===== src/rtl/mbps_map.svh =====
/*
  Constants of the parameter-access link: command codes, error codes,
  CRC figures, frame lengths and gap timing.
  Assumes inclusion by bare name; holds definitions only.
*/
`ifndef MBPS_MAP_SVH
`define MBPS_MAP_SVH
// --------------------------------------------------------------------
// command and error codes
// --------------------------------------------------------------------
`define MBPS_CMD_READ   8'h03
`define MBPS_CMD_WR16   8'h06
`define MBPS_CMD_WR32   8'h10
`define MBPS_EXC_BIT    8'h80
`define MBPS_ERR_NONE   8'h00
`define MBPS_ERR_CMD    8'h01
`define MBPS_ERR_ADDR   8'h02
`define MBPS_ERR_DATA   8'h03
`define MBPS_ERR_FAULT  8'h04
// --------------------------------------------------------------------
// frame check and layout
// --------------------------------------------------------------------
`define MBPS_CRC_INIT   16'hFFFF
`define MBPS_CRC_POLY   16'hA001
`define MBPS_ADDR_MIN   8'h01
`define MBPS_ADDR_MAX   8'hF7
`define MBPS_LEN_SHORT  5'h08
`define MBPS_LEN_W32    5'h0D
`define MBPS_W32_WORDS  16'h0002
`define MBPS_W32_BYTES  8'h04
`define MBPS_RD_ONE     16'h0001
// --------------------------------------------------------------------
// timing: gap in half characters, character in clock cycles
// --------------------------------------------------------------------
`define MBPS_GAP_HALFCHARS 7
`define MBPS_CHAR_CYC      16
`define MBPS_RSP_TIMEOUT   8000
`endif


===== src/rtl/mbps_pkg.sv =====
/*
  Types and the shared CRC step of the parameter-access link.
  Assumes mbps_map.svh is on the include path.
*/
`include "mbps_map.svh"
`default_nettype none
package mbps_pkg;
  // ------------------------------------------------------------------
  // states
  // ------------------------------------------------------------------
  typedef enum logic [3:0] {
    MBPS_S_RX  = 4'h1,
    MBPS_S_CHK = 4'h2,
    MBPS_S_ACC = 4'h4,
    MBPS_S_TX  = 4'h8
  } mbps_sst_e;

  typedef enum logic [2:0] {
    MBPS_M_IDLE = 3'h1,
    MBPS_M_TX   = 3'h2,
    MBPS_M_RX   = 3'h4
  } mbps_mst_e;

  // ------------------------------------------------------------------
  // state records
  // ------------------------------------------------------------------
  typedef struct packed {
    mbps_sst_e        st;
    logic [15:0][7:0] rx;
    logic [4:0]       rx_n;
    logic             ovf;
    logic [15:0]      crc;
    logic [15:0]      gap;
    logic [15:0]      tick;
    logic [6:0][7:0]  tx;
    logic [3:0]       tx_n;
    logic [3:0]       tx_i;
    logic [7:0]       cmd;
    logic [15:0]      p_addr;
    logic [31:0]      p_wdata;
    logic             p_we;
    logic             p_wide;
    logic             s2m_v;
    logic [7:0]       s2m_d;
  } mbps_slv_s;

  typedef struct packed {
    mbps_mst_e        st;
    logic [10:0][7:0] tx;
    logic [3:0]       tx_n;
    logic [3:0]       tx_i;
    logic [8:0][7:0]  rx;
    logic [3:0]       rx_n;
    logic [15:0]      crc;
    logic [15:0]      gap;
    logic [15:0]      tick;
    logic [15:0]      tmo;
    logic             order;
    logic [7:0]       cmd;
    logic             done;
    logic             ok;
    logic             exc;
    logic [7:0]       exc_code;
    logic             crc_err;
    logic             timeout;
    logic [31:0]      rdata;
    logic             m2s_v;
    logic [7:0]       m2s_d;
  } mbps_mst_s;

  // one byte through the reflected CRC-16
  function automatic logic [15:0] mbps_crc_step(input logic [15:0] crc, input logic [7:0] data);
    logic [15:0] c;
    c = crc ^ {8'h00, data};
    for (int i = 0; i < 8; i++)
    begin
      c = c[0] ? ((c >> 1) ^ `MBPS_CRC_POLY) : (c >> 1);
    end
    return c;
  endfunction
endpackage
`default_nettype wire


===== src/rtl/mbps_link_if.sv =====
/*
  Byte link between host controller and parameter slave.
  Assumes one shared clock; a byte is one cycle of valid.
*/
`default_nettype none
interface mbps_link_if;
  // request bytes, host to slave
  logic       m2s_valid;
  logic [7:0] m2s_data;
  // answer bytes, slave to host
  logic       s2m_valid;
  logic [7:0] s2m_data;

  modport master (output m2s_valid, output m2s_data, input s2m_valid, input s2m_data);
  modport slave  (input m2s_valid, input m2s_data, output s2m_valid, output s2m_data);
endinterface
`default_nettype wire


===== src/rtl/mbps_slave.sv =====
/*
  Parameter-access slave: frames requests by idle gap, checks CRC and
  address, runs one parameter access and sends the answer frame.
  Assumes a parameter store on the user side that acknowledges each
  request with data and an error code (zero means success).
*/
// Summary of operation
// - frames bounded by 3.5 character idle gaps
// - failed request answered with command plus 0x80
// - error codes 1 command, 2 address, 3 data, 4 fault
// - read answer: address, command, byte count, values
// - start address is group high, offset low
// - single write answered by echoing the request
// - 32-bit parameter: lower offset, two words, atomic
// - word order setting picks low or high first
// - 32-bit write: command 0x10, two words, four bytes
// - CRC-16 preset FFFF, poly A001, low byte first
// - both ends same CRC; mismatch is an error
// - signed 16-bit values in two's complement
// - signed 32-bit values in two's complement
// - act on own axis address; answers carry it
// - axis address range 1 to 247
// - 0x06 only 16-bit, 0x10 only 32-bit
`include "mbps_map.svh"
`default_nettype none
module mbps_slave
  import mbps_pkg::*;
#(
  parameter int CHAR_CYC = `MBPS_CHAR_CYC
)(
  // clock and reset
  input  wire logic        clk_i,
  input  wire logic        rstn_i,
  // link to host
  mbps_link_if.slave       lnk,
  // configuration
  input  wire logic [7:0]  axis_addr_i,
  input  wire logic        word_order_select_i,
  // parameter store
  output logic             param_req_o,
  output logic             param_we_o,
  output logic             param_wide_o,
  output logic [15:0]      param_addr_o,
  output logic [31:0]      param_wdata_o,
  input  wire logic        param_ack_i,
  input  wire logic [31:0] param_rdata_i,
  input  wire logic [7:0]  param_status_i
);
  // --------------------------------------------------------------------
  // timing
  // --------------------------------------------------------------------
  localparam int GAP_CYC = (CHAR_CYC * `MBPS_GAP_HALFCHARS + 1) / 2;
  localparam logic [15:0] GAP16 = 16'(GAP_CYC);
  localparam logic [15:0] CHAR16 = 16'(CHAR_CYC);

  generate
    if (CHAR_CYC < 2 || GAP_CYC > 65535)
    begin : g_bad
      $error("CHAR_CYC out of range");
    end
  endgenerate

  // --------------------------------------------------------------------
  // state and request decode
  // --------------------------------------------------------------------
  mbps_slv_s r;
  mbps_slv_s n;
  logic [7:0]  rq_cmd;
  logic [15:0] rq_cnt;
  logic        addr_ok;
  logic [7:0]  chk_err;
  logic [15:0] w_first;
  logic [15:0] w_second;
  logic [15:0] rd_first;
  logic [15:0] rd_second;

  assign rq_cmd   = r.rx[1];
  assign rq_cnt   = {r.rx[4], r.rx[5]};
  assign w_first  = {r.rx[7], r.rx[8]};
  assign w_second = {r.rx[9], r.rx[10]};
  // own address must also lie in the legal range
  assign addr_ok  = (r.rx[0] == axis_addr_i) && (axis_addr_i >= `MBPS_ADDR_MIN) &&
                    (axis_addr_i <= `MBPS_ADDR_MAX);

  // data checks; wrong length or count is an illegal-data answer
  always_comb
  begin
    chk_err = `MBPS_ERR_NONE;
    if (rq_cmd == `MBPS_CMD_READ)
    begin
      if (r.rx_n != `MBPS_LEN_SHORT || (rq_cnt != `MBPS_RD_ONE && rq_cnt != `MBPS_W32_WORDS))
        chk_err = `MBPS_ERR_DATA;
    end
    else if (rq_cmd == `MBPS_CMD_WR16)
    begin
      if (r.rx_n != `MBPS_LEN_SHORT)
        chk_err = `MBPS_ERR_DATA;
    end
    else if (rq_cmd == `MBPS_CMD_WR32)
    begin
      if (r.rx_n != `MBPS_LEN_W32 || rq_cnt != `MBPS_W32_WORDS || r.rx[6] != `MBPS_W32_BYTES)
        chk_err = `MBPS_ERR_DATA;
    end
    else
      chk_err = `MBPS_ERR_CMD;
  end

  // read data in wire order; wide values split by the order setting
  assign rd_first  = word_order_select_i ? param_rdata_i[15:0] : param_rdata_i[31:16];
  assign rd_second = word_order_select_i ? param_rdata_i[31:16] : param_rdata_i[15:0];

  // --------------------------------------------------------------------
  // helpers
  // --------------------------------------------------------------------
  // start an answer frame from the first tx_n bytes of tx
  function automatic mbps_slv_s start_tx(input mbps_slv_s s, input logic [3:0] len);
    mbps_slv_s t;
    t = s;
    t.tx_n = len;
    t.tx_i = 4'h0;
    t.tick = 16'h0000;
    t.crc  = `MBPS_CRC_INIT;
    t.st   = MBPS_S_TX;
    return t;
  endfunction

  // drop the frame and listen again
  function automatic mbps_slv_s rearm(input mbps_slv_s s);
    mbps_slv_s t;
    t = s;
    t.rx_n = 5'h00;
    t.ovf  = 1'b0;
    t.crc  = `MBPS_CRC_INIT;
    t.st   = MBPS_S_RX;
    return t;
  endfunction

  // --------------------------------------------------------------------
  // next state
  // --------------------------------------------------------------------
  always_comb
  begin
    n = r;
    n.s2m_v = 1'b0;
    // idle time since the last request byte
    if (lnk.m2s_valid)
      n.gap = 16'h0000;
    else if (r.gap != GAP16)
      n.gap = r.gap + 16'h0001;
    case (r.st)
      MBPS_S_RX:
      begin
        if (lnk.m2s_valid)
        begin
          if (r.rx_n[4])
            n.ovf = 1'b1;
          else
          begin
            n.rx[r.rx_n[3:0]] = lnk.m2s_data;
            n.rx_n = r.rx_n + 5'h01;
          end
          n.crc = mbps_crc_step(r.crc, lnk.m2s_data);
        end
        else if (r.gap == GAP16 && r.rx_n != 5'h00)
          n.st = MBPS_S_CHK;
      end
      MBPS_S_CHK:
      begin
        n.cmd     = rq_cmd;
        n.p_addr  = {r.rx[2], r.rx[3]};
        n.p_we    = (rq_cmd != `MBPS_CMD_READ);
        n.p_wide  = (rq_cmd == `MBPS_CMD_WR32) || (rq_cmd == `MBPS_CMD_READ && rq_cnt == `MBPS_W32_WORDS);
        // signed values pass as raw two's complement bits
        if (rq_cmd == `MBPS_CMD_WR32)
          n.p_wdata = word_order_select_i ? {w_second, w_first} : {w_first, w_second};
        else
          n.p_wdata = {16'h0000, rq_cnt};
        // residue of a frame with its own CRC appended is zero
        if (r.crc != 16'h0000 || r.rx_n < 5'h04 || r.ovf || !addr_ok)
          n = rearm(n);
        else if (chk_err != `MBPS_ERR_NONE)
        begin
          n.tx[0] = axis_addr_i;
          n.tx[1] = rq_cmd | `MBPS_EXC_BIT;
          n.tx[2] = chk_err;
          n = start_tx(n, 4'h3);
        end
        else
          n.st = MBPS_S_ACC;
      end
      MBPS_S_ACC:
      begin
        if (param_ack_i)
        begin
          n.tx[0] = axis_addr_i;
          if (param_status_i != `MBPS_ERR_NONE)
          begin
            n.tx[1] = r.cmd | `MBPS_EXC_BIT;
            n.tx[2] = param_status_i;
            n = start_tx(n, 4'h3);
          end
          else if (r.cmd == `MBPS_CMD_READ)
          begin
            n.tx[1] = r.cmd;
            if (r.p_wide)
            begin
              n.tx[2] = 8'h04;
              n.tx[3] = rd_first[15:8];
              n.tx[4] = rd_first[7:0];
              n.tx[5] = rd_second[15:8];
              n.tx[6] = rd_second[7:0];
              n = start_tx(n, 4'h7);
            end
            else
            begin
              n.tx[2] = 8'h02;
              n.tx[3] = param_rdata_i[15:8];
              n.tx[4] = param_rdata_i[7:0];
              n = start_tx(n, 4'h5);
            end
          end
          else
          begin
            // echo of command, address and value or count
            n.tx[1] = r.cmd;
            n.tx[2] = r.rx[2];
            n.tx[3] = r.rx[3];
            n.tx[4] = r.rx[4];
            n.tx[5] = r.rx[5];
            n = start_tx(n, 4'h6);
          end
        end
      end
      MBPS_S_TX:
      begin
        // one byte per character time keeps bytes inside the frame gap
        if (r.tick != 16'h0000)
          n.tick = r.tick - 16'h0001;
        else
        begin
          n.tick  = CHAR16 - 16'h0001;
          n.s2m_v = 1'b1;
          n.tx_i  = r.tx_i + 4'h1;
          if (r.tx_i < r.tx_n)
          begin
            n.s2m_d = r.tx[r.tx_i[2:0]];
            n.crc   = mbps_crc_step(r.crc, r.tx[r.tx_i[2:0]]);
          end
          else if (r.tx_i == r.tx_n)
            n.s2m_d = r.crc[7:0];
          else
          begin
            n.s2m_d = r.crc[15:8];
            n.gap   = 16'h0000;
            n = rearm(n);
          end
        end
      end
      default:
        n = rearm(n);
    endcase
  end

  // --------------------------------------------------------------------
  // registers
  // --------------------------------------------------------------------
  always_ff @(posedge clk_i)
  begin
    if (!rstn_i)
    begin
      r <= '0;
      r.st <= MBPS_S_RX;
      r.crc <= `MBPS_CRC_INIT;
    end
    else
      r <= n;
  end

  // --------------------------------------------------------------------
  // outputs
  // --------------------------------------------------------------------
  assign lnk.s2m_valid  = r.s2m_v;
  assign lnk.s2m_data   = r.s2m_d;
  assign param_req_o    = (r.st == MBPS_S_ACC);
  assign param_we_o     = r.p_we;
  assign param_wide_o   = r.p_wide;
  assign param_addr_o   = r.p_addr;
  assign param_wdata_o  = r.p_wdata;
endmodule
`default_nettype wire


===== src/flat_wrapper.sv =====
// flat-port wrapper written by rule: the top's interface ports become plain ports
module mbps_slave_flat import mbps_pkg::*;
#(
  parameter int CHAR_CYC = `MBPS_CHAR_CYC
)
  (clk_i, rstn_i, axis_addr_i, word_order_select_i, param_req_o, param_we_o, param_wide_o, param_addr_o, param_wdata_o, param_ack_i, param_rdata_i, param_status_i, lnk_m2s_valid, lnk_m2s_data, lnk_s2m_valid, lnk_s2m_data);
  mbps_link_if lnk_i ();
  input  wire logic clk_i;
  input  wire logic rstn_i;
  input  wire logic [7:0] axis_addr_i;
  input  wire logic word_order_select_i;
  output logic param_req_o;
  output logic param_we_o;
  output logic param_wide_o;
  output logic [15:0] param_addr_o;
  output logic [31:0] param_wdata_o;
  input  wire logic param_ack_i;
  input  wire logic [31:0] param_rdata_i;
  input  wire logic [7:0] param_status_i;
  input wire logic [$bits(lnk_i.m2s_valid)-1:0] lnk_m2s_valid;
  input wire logic [$bits(lnk_i.m2s_data)-1:0] lnk_m2s_data;
  output wire logic [$bits(lnk_i.s2m_valid)-1:0] lnk_s2m_valid;
  output wire logic [$bits(lnk_i.s2m_data)-1:0] lnk_s2m_data;
  assign lnk_i.m2s_valid = lnk_m2s_valid;
  assign lnk_i.m2s_data = lnk_m2s_data;
  assign lnk_s2m_valid = lnk_i.s2m_valid;
  assign lnk_s2m_data = lnk_i.s2m_data;
  mbps_slave #(.CHAR_CYC(CHAR_CYC)) u_core (.clk_i(clk_i), .rstn_i(rstn_i), .lnk(lnk_i), .axis_addr_i(axis_addr_i), .word_order_select_i(word_order_select_i), .param_req_o(param_req_o), .param_we_o(param_we_o), .param_wide_o(param_wide_o), .param_addr_o(param_addr_o), .param_wdata_o(param_wdata_o), .param_ack_i(param_ack_i), .param_rdata_i(param_rdata_i), .param_status_i(param_status_i));
endmodule

===== config.mk =====
export PLATFORM = sky130hd
export DESIGN_NAME = mbps_slave_flat
export DESIGN_NICKNAME = d
export VERILOG_FILES = /design/src/rtl/mbps_pkg.sv /design/src/rtl/mbps_link_if.sv /design/src/rtl/mbps_slave.sv /design/src/flat_wrapper.sv
export VERILOG_INCLUDE_DIRS = /design/src /design/src/rtl
export SDC_FILE = /design/constraint.sdc
export NUM_CORES = 1
export LEC_CHECK = 0
export ABC_AREA = 1
export BUFFER_PORTS_ARGS = -buffer_cell sky130_fd_sc_hd__buf_2
export CORE_MARGIN = 5
export CORE_UTILIZATION = 50
export CTS_CLUSTER_DIAMETER = 200
export DETAILED_ROUTE_END_ITERATION = 10
export PLACE_DENSITY_LB_ADDON = 0.3
export SYNTH_ARGS = -nofsm -noshare
export SYNTH_HDL_FRONTEND = slang
export SYNTH_SLANG_ARGS = --single-unit

===== constraint.sdc =====
create_clock -name clk_i -period 2.6 [get_ports clk_i]
set_input_delay 0.52 -clock clk_i [delete_from_list [all_inputs] [get_ports clk_i]]
set_output_delay 0.52 -clock clk_i [all_outputs]
set_load 0.1 [all_outputs]

==> flow_metrics.env <==
export IMPL_vdd_drop_max_mv=0.606
export IMPL_finalSetupViolCount=0
export IMPL_holdWs_ns=0.331
export IMPL_p_per_area_nw_per_um2=699
export IMPL_cellLeakagePower_nw=6.88
export IMPL_arrival_ns=1.95
export IMPL_overflow=0
export IMPL_cts_buffers=29
export IMPL_fmax_ghz=0.404
export IMPL_synth_edff_count=0
export IMPL_min_from="lnk_m2s_data[1]"
export IMPL_reg2reg_to="u_core.r[82]"
export IMPL_place_area_um2=15100
export IMPL_cts_tree="yes"
export IMPL_grt_setup_unrepaired="true"
export IMPL_max_slew_margin_rel=0.461
export IMPL_syn_nets=2087
export IMPL_fin_nets=2153
export IMPL_maxCapViolations=0
export IMPL_grt_antenna_before_repair=1
export IMPL_hold_path_class="primary input to flip-flop"
export IMPL_postRouteAntennaNets=0
export IMPL_finalWirelength_mm=45.4
export IMPL_place_congestion=0.961
export IMPL_synth_cell_area_um2=14300
export IMPL_synth_distinct_cells=47
export IMPL_post_drt_wl_per_cell_um=18.3
export IMPL_final_core_util=0.579
export IMPL_min_period_over_period=0.952
export IMPL_syn_to_final_growth_pct=13.7
export IMPL_chipHeight_um=179
export IMPL_drc=0
export IMPL_finalHoldViolCount=0
export IMPL_ctsHoldBuffers=0
export IMPL_diodes=0
export IMPL_clk_pin_slew_ns=0.06
export IMPL_power_total_mw=11.3
export IMPL_fp_dieW_um=179
export IMPL_cp_startpoint="u_core.r[313]"
export IMPL_stdcell_area_um2=16200
export IMPL_numPortBuffers=120
export IMPL_cp_required_ns=2.08
export IMPL_coreArea_um2=28000
export IMPL_outcome="finished clean"
export IMPL_ys_async_sr_fraction=0
export IMPL_synth_seq_area_share=0.387
export IMPL_clkLatencyLatePin_ns=0.57
export IMPL_synth_flop_cell="dfxtp_1"
export IMPL_rows=61
export IMPL_synthCells=2015
export IMPL_die_area_um2=32000
export IMPL_whs_path_depth=3
export IMPL_root_buffer="clkbuf_16"
export IMPL_skew_ns=0.0239
export IMPL_r2r_start="u_core.r[224]"
export IMPL_drt_iter0_drc=1224
export IMPL_htreeDepth=1
export IMPL_dr_pass1_iters=6
export IMPL_min_to="u_core.r[242]"
export IMPL_start_util=0.509
export IMPL_crit_type="flip-flop to output pin"
export IMPL_min_period_ns=2.47
export IMPL_ctsLongestPathBuffers=3
export IMPL_ios=121
export IMPL_cp_start_kind="flip-flop"
export IMPL_grt_max_degree=137
export IMPL_via_per_inst=5.67
export IMPL_postSynthAreaPerCell_um2=7.08
export IMPL_worstSetupEndpointType="output pin"
export IMPL_slew_viol_final=0
export IMPL_vias=14100
export IMPL_clock_sinks=276
export IMPL_tightest_slew_ns=0.806
export IMPL_place_hpwl_mm=33.4
export IMPL_crit_path_max_fanout=8
export IMPL_grt_pass1_vias=13200
export IMPL_r2r_setup_slack_ns=0.15
export IMPL_grt_pass1_wl_mm=71.2
export IMPL_fill_cells=2676
export IMPL_yosysWarnings=0
export IMPL_synth_seq_cells=276
export IMPL_rr_worst_depth=13
export IMPL_grt_usage=0.278
export IMPL_layout_drive_gt1_share=0.150
## flip-flops by register name, indices dropped and copies added, names as in the netlist
register	cells
u_core.lnk.s2m_data	8
u_core.lnk.s2m_valid	1
u_core.param_addr_o	16
u_core.param_wdata_o	32
u_core.param_we_o	1
u_core.param_wide_o	1
u_core.r	209
u_core.rq_cmd	8
## layout make-up
cell class                      count  area, µm²  share of cell area
Clock inverter                     13        188              0.0116
Tap cell                          378        473              0.0292
Inverter                          236        897              0.0553
Sequential cell                   276       5540               0.341
Multi-Input combinational cell   1339       7020               0.433
Timing Repair Buffer              199       1290              0.0796
Clock buffer                       40        817              0.0504
## critical path, stage by stage (launching register included)
cell	delay (ns)
dfxtp_1	0.33
nor2_1	0.15
inv_1	0.09
nor3_4	0.15
buf_4	0.22
buf_2	0.44
## per-stage QoR
| stage | TNS, ns | cells | setup slack, ns |
|---|---|---|---|
| after floorplan | 0 | 2015 | 0.0155 |
| after global placement | 0 | 2427 | 0.0638 |
| after detailed placement | 0 | 2427 | 0.00728 |
| after CTS | 0 | 2480 | 0.00118 |
| after global routing | -0.0296 | 2481 | -0.0296 |
| final | 0 | 2481 | 0.126 |
## where the power goes
| group | internal [mW] | leakage [nW] | total, mW | switching (mW) |
|---|---|---|---|---|
| logic | 0.759 | 4.16 | 2.27 | 1.51 |
| registers | 4.43 | 2.23 | 4.70 | 0.264 |
| clock network | 2.60 | 0.487 | 4.37 | 1.77 |
## cell usage after synthesis (19+ instances only)
master	count	area, µm²
nand2_1	296	1110
dfxtp_1	276	5530
o21ai_0	258	1290
a21oi_1	244	1220
inv_1	215	807
nor2_1	147	552
nand3_1	101	505
clkbuf_1	76	285
buf_4	62	465
o211ai_1	49	368
nand4_1	34	213
a211oi_1	33	248
nor3_1	28	140
xor2_1	24	210
a22oi_1	20	150
nor4_1	19	119
## routing by layer
metal,vias up,part of all wire,track usage
met2,531,0.46,0.447
met3,97,0.079,0.0489
met5,-,0.00031,0
met1,6531,0.42,0.375
met4,2,0.037,0.101
li1,6907,-,-
## worst max-delay path by stage
stage | depth (start not counted) | to
3_3_place_gp | 16 | u_core.r[163]
2_1_floorplan | 9 | u_core.r[121]
6_report | 5 | param_req_o
5_1_grt | 16 | u_core.r[183]
3_5_place_dp | 18 | u_core.r[178]
4_1_cts | 15 | u_core.r[183]
## layout by cell type (no fill, tap or decap), types with 29 or more instances in the layout
cell type and instances:
clkbuf_16 29, o21ai_0 258, a21oi_1 244, nand3_1 95, nand4_1 34, nand2_1 294
inv_1 214, a211oi_1 33, buf_2 119, nor2_1 145, buf_4 72, o211ai_1 49
dfxtp_1 272
## kinds of logic after synthesis
| family | count (synthesis) | synth area share |
|---|---|---|
| xor gates and xnor gates | 35 | 0.0225 |
| and+or+nand+nor | 658 | 0.209 |
| AOI/OAI and AO/OA | 635 | 0.245 |
| adders and majority gates | 11 | 0.00965 |
| DFF | 276 | 0.387 |
| buffers and inverters | 400 | 0.126 |
## timing repair
action / CTS / global route
hold endpoints to repair: 0 / 0
gates resized for setup: 0 / 27
setup buffers: 0 / 1
setup endpoints to repair: 0 / 74
No activity file was read; power rests on OpenSTA's default activity.
